File: src/reset_cause_pkg.sv
package reset_cause_pkg;
    localparam logic [31:0] ADDR_MEMORY_MAP_CONTROL = 32'hffff0220;
    localparam logic [31:0] ADDR_RESET_CAUSE_STATUS = 32'hffff0230;
    localparam logic [31:0] ADDR_RESET_CAUSE_CLEAR = 32'hffff0234;
    localparam logic [31:0] ADDR_RESET_CONTROL = 32'hffff0238;
    localparam int BIT_POR = 0;
    localparam int BIT_WDOG = 1;
    localparam int BIT_SOFT = 2;
    localparam int BIT_EXT = 3;
    localparam int BIT_REMAP = 0;
    localparam int BIT_LVF_ENABLE = 2;
    localparam int BIT_LVF_STATUS = 6;
    localparam int BIT_DOWNLOAD = 0;
    localparam logic [3:0] CAUSE_RESET = 4'h0;
    localparam logic [7:0] MAP_RESET = 8'h00;
    localparam real RESET_PULSE_NS = 40.0;
    localparam real CLOCK_NS = 10.0;
    localparam int RESET_PULSE_CYCLES = int'(RESET_PULSE_NS / CLOCK_NS);

    typedef struct packed {
        logic psel;
        logic penable;
        logic pwrite;
        logic [31:0] paddr;
        logic [31:0] pwdata;
    } apb_req_t;

    typedef struct packed {
        logic pready;
        logic pslverr;
        logic [31:0] prdata;
    } apb_rsp_t;

    typedef struct packed {
        logic por;
        logic wdog;
        logic ext;
    } reset_src_t;
endpackage

File: src/reset_pulse_gen.sv
`timescale 1ns/100ps
module reset_pulse_gen
    import reset_cause_pkg::*;
#(
    parameter int CYCLES = RESET_PULSE_CYCLES
) (
    input wire logic clock,
    input wire logic resetn,
    input wire logic start,
    output logic busy
);
    logic [7:0] count_q;
    logic [7:0] count_d;

    assign count_d = start ? 8'(CYCLES) : (count_q != 8'h00 ? count_q - 8'h01 : 8'h00);
    assign busy = (count_q != 8'h00);

    always_ff @(posedge clock or negedge resetn) begin
        if (!resetn) begin
            count_q <= 8'h00;
        end else begin
            count_q <= count_d;
        end
    end
endmodule

File: src/reset_cause_and_remap.sv
// The implementer's own choice: register access over APB.
`timescale 1ns/100ps
// Functional notes
// - Setting remap bit puts SRAM at address zero.
// - Any reset clears the remap bit, flash returns to zero.
// - Four reset sources distinguished and recorded.
// - External pin reset sets status bit three.
// - Watchdog reset sets status bit one.
// - Power-on reset sets status bit zero.
// - Writing one to status bit two starts a software reset, bit stays set.
// - Clear register ones clear matching status bits.
// - Status bits seven to four read zero.
// - Clear write leaving software bit set retriggers software reset.
// - Every reset resets block registers except status; watchdog only on power-on.
// - SRAM survives non-power-on resets, invalid after reset following download.
// - After power-on, SRAM valid only if flag enabled and flag set.
// - Map control is 8-bit read/write at 0xffff0220, bit zero remaps.
module reset_cause_and_remap
    import reset_cause_pkg::*;
#(
    parameter int PULSE_CYCLES = RESET_PULSE_CYCLES
) (
    input wire logic clock,
    input wire logic resetn,
    input wire logic psel,
    input wire logic penable,
    input wire logic pwrite,
    input wire logic [31:0] paddr,
    input wire logic [31:0] pwdata,
    output logic [31:0] prdata,
    output logic pready,
    output logic pslverr,
    input wire logic por_event,
    input wire logic wdog_event,
    input wire logic ext_event,
    input wire logic [7:0] high_voltage_status,
    input wire logic [7:0] high_voltage_config,
    input wire logic download_done,
    output logic system_reset,
    output logic watchdog_reset,
    output logic sram_at_zero,
    output logic sram_valid
);
    apb_req_t req;
    reset_src_t src;
    logic [3:0] cause_q;
    logic [3:0] cause_d;
    logic [7:0] map_q;
    logic [7:0] map_d;
    logic [31:0] prdata_q;
    logic [31:0] prdata_d;
    logic download_q;
    logic download_d;
    logic valid_q;
    logic valid_d;
    logic wdog_q;
    logic pulse_busy;
    logic soft_start;
    logic any_reset;
    logic access;
    logic wr_status;
    logic wr_clear;
    logic wr_map;
    logic wr_ctrl;
    logic mapped;
    logic [3:0] set_bits;
    logic [3:0] clr_bits;
    logic lvf_ok;
    logic start_any;

    function automatic logic hit(input logic [31:0] a, input logic [31:0] b);
        return a[31:2] == b[31:2];
    endfunction

    assign req = '{psel: psel, penable: penable, pwrite: pwrite, paddr: paddr, pwdata: pwdata};
    assign src = '{por: por_event, wdog: wdog_event, ext: ext_event};
    // One-cycle zero-wait slave
    assign access = req.psel && req.penable;
    assign mapped = hit(req.paddr, ADDR_MEMORY_MAP_CONTROL)
        || hit(req.paddr, ADDR_RESET_CAUSE_STATUS)
        || hit(req.paddr, ADDR_RESET_CAUSE_CLEAR)
        || hit(req.paddr, ADDR_RESET_CONTROL);
    assign wr_status = access && req.pwrite && hit(req.paddr, ADDR_RESET_CAUSE_STATUS);
    assign wr_clear = access && req.pwrite && hit(req.paddr, ADDR_RESET_CAUSE_CLEAR);
    assign wr_map = access && req.pwrite && hit(req.paddr, ADDR_MEMORY_MAP_CONTROL);
    assign wr_ctrl = access && req.pwrite && hit(req.paddr, ADDR_RESET_CONTROL);
    assign pready = 1'b1;
    assign pslverr = access && !mapped;
    assign prdata = prdata_q;

    // Software reset request and re-trigger
    assign soft_start = (wr_status && req.pwdata[BIT_SOFT])
        || (wr_clear && cause_q[BIT_SOFT] && !req.pwdata[BIT_SOFT]);

    assign set_bits[BIT_POR] = src.por;
    assign set_bits[BIT_WDOG] = src.wdog;
    assign set_bits[BIT_SOFT] = soft_start;
    assign set_bits[BIT_EXT] = src.ext;
    assign clr_bits = wr_clear ? req.pwdata[3:0] : 4'h0;

    // Power-on wipes older causes; others accumulate; set beats clear
    assign cause_d = src.por ? set_bits : ((cause_q & ~clr_bits) | set_bits);

    assign start_any = soft_start || src.por || src.wdog || src.ext;
    assign any_reset = start_any || pulse_busy;
    // Reserved map bits kept zero whatever is written
    assign map_d = any_reset ? MAP_RESET
        : (wr_map ? {7'h00, req.pwdata[BIT_REMAP]} : map_q);

    assign download_d = any_reset ? 1'b0
        : (wr_ctrl ? (req.pwdata[BIT_DOWNLOAD] || download_done) // Set beats clear
        : (download_q || download_done));
    assign lvf_ok = high_voltage_config[BIT_LVF_ENABLE] && high_voltage_status[BIT_LVF_STATUS];
    assign valid_d = src.por ? lvf_ok
        : ((any_reset && download_q) ? 1'b0 : valid_q);

    always_comb begin
        prdata_d = 32'h0000_0000;
        if (req.psel && !req.penable && !req.pwrite) begin
            if (hit(req.paddr, ADDR_RESET_CAUSE_STATUS)) begin
                prdata_d = {28'h0, cause_q};
            end else if (hit(req.paddr, ADDR_MEMORY_MAP_CONTROL)) begin
                prdata_d = {24'h0, map_q};
            end else if (hit(req.paddr, ADDR_RESET_CONTROL)) begin
                prdata_d = {31'h0, download_q};
            end
        end
    end

    always_ff @(posedge clock or negedge resetn) begin
        if (!resetn) begin
            cause_q <= 4'(1 << BIT_POR);
            map_q <= MAP_RESET;
            prdata_q <= 32'h0000_0000;
            download_q <= 1'b0;
            valid_q <= 1'b0;
            wdog_q <= 1'b1;
        end else begin
            cause_q <= cause_d;
            map_q <= map_d;
            prdata_q <= prdata_d;
            download_q <= download_d;
            valid_q <= valid_d;
            wdog_q <= src.por;
        end
    end

    reset_pulse_gen #(
        .CYCLES(PULSE_CYCLES)
    ) u_pulse (
        .clock(clock),
        .resetn(resetn),
        .start(start_any),
        .busy(pulse_busy)
    );

    assign system_reset = pulse_busy;
    assign watchdog_reset = wdog_q;
    assign sram_at_zero = map_q[BIT_REMAP];
    assign sram_valid = valid_q;
endmodule

File: config.mk
export PLATFORM = sky130hd
export DESIGN_NAME = reset_cause_and_remap
export DESIGN_NICKNAME = d
export VERILOG_FILES = /design/src/reset_cause_pkg.sv /design/src/reset_pulse_gen.sv /design/src/reset_cause_and_remap.sv
export SDC_FILE = /design/constraint.sdc
export NUM_CORES = 1
export LEC_CHECK = 0
export BUFFER_PORTS_ARGS = -buffer_cell sky130_fd_sc_hd__buf_2
export CORE_ASPECT_RATIO = 1.4
export CORE_MARGIN = 1.5
export CORE_UTILIZATION = 37
export DETAILED_ROUTE_END_ITERATION = 6
export PLACE_DENSITY_LB_ADDON = 0.2
export SLEW_MARGIN = 20
export SYNTH_ARGS = -nofsm -noshare
export SYNTH_HDL_FRONTEND = slang
export SYNTH_SLANG_ARGS = --single-unit
File: constraint.sdc
create_clock -name clock -period 2.15 [get_ports clock]
set_input_delay 0 -clock clock [delete_from_list [all_inputs] [get_ports clock]]
set_output_delay 0 -clock clock [all_outputs]
set_load 0.05 [all_outputs]
### After elaboration in Yosys (flattened, before gate mapping)

Index checks and enable logic that the tools add are counted.

* bits in registers: 55
* bits of input ports: 89
* output and inout bits: 38
* logic and storage cells: 60

* $add $sub $neg: 1
* equal/unequal tests: 4
* multiplexer cells: 14
* bitwise gates (word level): 3
* reductions and logical operators: 31

Operator list (number)
* 30-bit == test, second input constant: 4
* 8-bit 2-to-1 mux: 6
* 32-bit 2-to-1 mux: 1
* 1-bit logical AND: 14
* 1-bit logical OR: 10
* 4-bit 2-to-1 mux: 2
* 8-bit nonzero test: 1
* 8-bit by 1-bit subtractor with 8-bit output, second input constant: 1
* 1-bit 2-to-1 mux: 5
* 4-bit AND: 1
* 1-bit zero test: 4
* 4-bit NOT: 1
* 4-bit bitwise OR: 1
* 2-bit nonzero test: 2

### Longest topological paths before layout

* depth after elaboration: 13
* mapped depth: 6
* gate-level depth less buffers: 6

### Cells and area by module

Synthesis repeated with hierarchy kept, for this count alone.

* cell total of the unflattened synthesis: 149
* area total of the unflattened synthesis: 1395.1 um^2

Modules (own cells, without submodules)
* reset_cause_and_remap: instances 1, cells each 110, area each 982.2 um^2, seq. area each 302.8 um^2
* reset_pulse_gen: instances 1, cells each 39, area each 412.9 um^2, seq. area each 200.2 um^2

### Worst setup path before layout

OpenSTA, ideal clock, no wires.

* path type: register to register
* start point: reg u_pulse.count_q[0]
* end point: reg u_pulse.count_q[2]
* library setup time: 118 ps
* arrival: 1707 ps
* required time: 2032 ps
* setup slack: 325 ps
* cell stages (with the launch flop): 7
* buffers on the path: 0
* period minus slack after synthesis: 1825 ps
* path through: dfrtp_1 -> inv_1 -> ha_1 -> nor4b_1 -> and2_1 -> inv_1 -> a21o_1

* cells in the longest elaborated chain, start to end: 3
* elaborated cells on any way between the ends: 4
* classes of those cells: 1 x add/sub; 2 x mux; 1 x reduce/logical

Ends and longest elaborated chain
* start: declaration: line reset_pulse_gen.sv:12 `logic [7:0] count_q;`
* start signal: assignment: line reset_pulse_gen.sv:22 `count_q <= count_d;`
* 8-bit nonzero test
* named net system_reset: line reset_cause_and_remap.sv:39 `output logic system_reset,`
* 8-bit 2-to-1 mux (2 in a row): line reset_pulse_gen.sv:15 `assign count_d = start ? 8'(CYCLES) : (count_q != 8'h00 ? count_q - 8'h01 : 8'h00);`
* named net u_pulse.count_d[2]: line reset_pulse_gen.sv:13 `logic [7:0] count_d;`

The timed path passes the listed nets, and every way through them passes these cells.
A chain may end at the register's enable or synchronous reset.

### Final worst setup path

* start point: reg u_pulse.count_q[0]
* end point: out system_reset

* cells in the longest elaborated chain, start to end: 1

Ends and longest elaborated chain
* 8-bit nonzero test: line reset_pulse_gen.sv:16 `assign busy = (count_q != 8'h00);`
* end: declaration: line reset_cause_and_remap.sv:39

No other way between the ends.

==> run summary <==
## Pwr
• proportion of power drawn by combinational gates: 0.267
• power per cell area: 539 nW/µm²
• leakage power total: 0.849 nW
• proportion of power drawn by flip-flops and latches: 0.422
• fraction of power consumed by the clock network: 0.311
• Internal Power: 0.610 mW
• maximum ir drop on the vdd rail: 0.000311 V
• NetSw: 0.315 mW
• switching share of total power: 0.341

## Logic synthesis
• area share of the leading cell type in the synthesized netlist: 0.319
• largest family of logic cells by synthesized area: simple AND/OR/NAND/NOR gates
• top cell type by total area after synthesis: sky130_fd_sc_hd__dfrtp_1
• portion of the post-synthesis area used by sequential elements: 0.357
• proportion of register bits with asynchronous set or reset after synthesis: 1.00
• top flip-flop cell by instance count after synthesis: sky130_fd_sc_hd__dfrtp_1
• library cell with the highest instance count after synthesis: sky130_fd_sc_hd__buf_4
• Synth Area per Inst: 9.10 µm²
• share of synthesized cell area in full adder, half adder and majority cells: 0.00887
• post-synthesis mux area share: 0.0355
• top cells by area, synth: sky130_fd_sc_hd__dfrtp_1 (32%), sky130_fd_sc_hd__buf_4 (15%), sky130_fd_sc_hd__nand2_1 (4.0%)
• number of enable flip-flop cells after synthesis: 0
• synthesis warning total: 0
• Netlist cell types: 39
• Gate Count Post-Synth: 155
• top post-synthesis cells by count: sky130_fd_sc_hd__buf_4 (29), sky130_fd_sc_hd__dfrtp_1 (18), sky130_fd_sc_hd__nand2_1 (15)
• synthesized cell area: 1410 µm²
• simple logic cell fraction of the synthesized area: 0.321
• Synth Area in XOR/XNOR: 0.0186
• Synth Area in Compound Gates: 0.0807
• number of synthesized register bits: 20

## Clocking
• CTS tree: yes
• count of clock tree sinks: 20
• Reg clk slew, reported paths: 70 ps
• insertion delay to the later sink of the worst-skew pair: 260 ps
• largest buffer count on any clock path: 2
• maximum level of the CTS H-tree: 1
• post-CTS setup buffer count: 0
• library cell used as clock root buffer: sky130_fd_sc_hd__clkbuf_8
• post-cts sizing count: 0
• CTS Buf Count: 3

## Layout
• Layout Cells excl Fill: 256
• fin area: 1720 µm²
• fraction of layout instances using a drive strength above 1: 0.299
• diode insertion count for antenna repair: 0
• Area Growth Syn to Fin: 21.7%
• Final Net Count: 305

## STA
• highest clock rate: 0.538 GHz
• Final Worst Setup Slack: 291 ps
• Setup-failing EPs final: 0
• final hold violations: 0
• Worst Tran Pin Value: 559 ps
• Max Slew Vio Count: 0
• clock skew after layout: 4.32 ps
• tightest slew margin relative to the limit: 0.622
• unrepaired setup endpoints after global routing: false
• Final Critical Period: 1860 ps
• final worst path period share: 0.865
• Fin Setup TNS: 0 ps

## Placement
• PortBufs: 53
• Placed Cells incl. Taps: 247
• final estimated routing congestion in global placement: 0.774
• post-placement setup slack: 447 ps
• post-DP HPWL: 2420 µm
• total placed instance area: 1610 µm²

## Floorplanning
• Std-Cell Core Area: 3640 µm²
• area of the die: 4200 µm²
• die span in x: 55.2 µm
• # rows: 26
• DIE HEIGHT: 76.0 µm
• initial core utilization: 0.387
• io pins: 127

## GRT
• gr ovfl total: 0
• maximum number of pins on one net before global-route repair: 21
• global-route wire length before repair: 4640 µm
• number of antenna violations at the first check in global routing: 0
• vias in the first global route: 1145
• combined global-route utilization of all metal layers: 0.145

## Job
• number of max-cap violations: 0

## Drt
• initial detailed-routing violation count: 14
• DR pass1 iterations: 4
• post-route DRC violation count: 0
• overall routed net length: 2920 µm
• Via density: 4.79
• routed via count: 1227
• number of nets with antenna violations after routing: 0
• routed wire length per instance: 11.4 µm

## Worst setup path
• R2R depth: 5
• Critical Path Start: u_pulse.count_q[0]
• setup slack of the worst register-to-register path: 460 ps
• Reg2Reg Capture Point: u_pulse.count_q[7]
• worst flop-to-flop path startpoint: u_pulse.count_q[2]
• start-to-end type of the worst setup path: reg -> out
• arrival time worst endpoint: 1860 ps
• end of the critical path: system_reset
• launching element type of the critical path: flop
• critical path fanouts, max: 5
• kind of end point of the critical path: output port
• WP data required: 2150 ps

## Run status
• outcome: completed

## Worst hold path
• WHS Path Cells: 3
• path class of the lowest-slack min-delay path: in -> reg

-- repair_timing --
item                                    in CTS  in global routing
endpoints found under the setup margin       0                  0
hold endpoints to repair                    22                  0
hold buffers                                 5                  0
-- worst min-delay path by stage --
| stage | slack, ps | from | end |
|---|---|---|---|
| 2_1_floorplan | -300 | resetn | cause_q[1] |
| 3_3_place_gp | -30 | resetn | u_pulse.count_q[2] |
| 3_5_place_dp | -30 | resetn | u_pulse.count_q[2] |
| 4_1_cts | 20 | pwdata[0] | map_q[0] |
| 5_1_grt | 30 | pwdata[0] | map_q[0] |
| 6_report | 10 | pwdata[0] | map_q[0] |
-- layout make-up --
| type | count | area, µm² |
|---|---|---|
| well taps | 42 | 52.6 |
| repair buffers | 59 | 323 |
| fillers | 408 | 1930 |
| flip-flops and latches | 20 | 503 |
| clock buffers | 4 | 55.1 |
| inverters | 5 | 18.8 |
| multi-input cells | 126 | 764 |
-- critical path, cell delays in order (launching register included) --
cell and delay [ps]:
sky130_fd_sc_hd__dfrtp_1 390, sky130_fd_sc_hd__inv_1 60, sky130_fd_sc_hd__ha_1 210, sky130_fd_sc_hd__nor4b_1 250, sky130_fd_sc_hd__buf_4 170, sky130_fd_sc_hd__and2_1 230, sky130_fd_sc_hd__inv_1 80, sky130_fd_sc_hd__buf_2 210
-- power by group through the flow --
stage / Clock (mW) / Combinational [mW] / Sequential, mW
2_1_floorplan: 0 / 0.203 / 0.406
3_3_place_gp: 0 / 0.241 / 0.397
3_5_place_dp: 0 / 0.242 / 0.397
4_1_cts: 0.291 / 0.249 / 0.390
5_1_grt: 0.304 / 0.267 / 0.391
6_report: 0.288 / 0.247 / 0.390
-- registers in the layout, indices dropped and copies added, names as in the netlist --
| signal | flops |
|---|---|
| sram_valid | 1 |
| cause_q | 4 |
| watchdog_reset | 1 |
| download_q | 1 |
| prdata | 4 |
| u_pulse.count_q | 8 |
| map_q | 1 |
-- stage by stage --
step | hold slack, ps | power, mW | utilization
finish | 12.1 | 0.925 | 0.471
CTS | 15.9 | 0.930 | 0.471
global route | 26.4 | 0.963 | 0.471
detailed placement | -26.6 | 0.639 | 0.442
floorplan | -296 | 0.610 | -
global placement | -27.8 | 0.639 | 0.442
-- kinds of logic (layout without fill, tap and decap cells) --
logic type               Yosys count  count (layout)
AO/OA/AOI/OAI                     17              17
buffers and inverters             36              68
XOR/XNOR                           3               3
multiplexers                       5               5
other                              2              29
adder cells (fa/ha/maj)            1               1
AND/OR/NAND/NOR                   71              71
flip-flops                        20              20
-- layer usage --
layer | wire, µm | share of wire | GRT usage | vias to the layer above
li1 | - | - | - | 617
met1 | 1220 | 0.42 | 0.176 | 544
met2 | 1440 | 0.49 | 0.237 | 58
met3 | 204 | 0.070 | 0.0255 | 8
met4 | 62 | 0.021 | 0.0659 | 0
met5 | 0 | 0 | 0 | -
-- cell usage in the layout, fill, tap and decap left out, drive strengths merged --
master	count
nor3b	3
a21oi	5
nand4	6
inv	5
nor4	3
nand4b	2
buf	54
o211ai	2
nand4bb	1
dfrtp	18
nand3b	2
dlygate4sd3	5
and2	1
or4b	5
a31oi	1
dfstp	2
nand2b	3
o31ai	1
and3	3
nand3	4
mux2i	5
xor2	2
conb	29
o21bai	1
nor3	8
o21ai	6
nor2b	3
clkbuf	4
nor2	4
nor4b	3
xnor2	1
and4	4
ha	1
nand2	15
or3	1
a21o	1
Power figures use the tool's default switching activity.
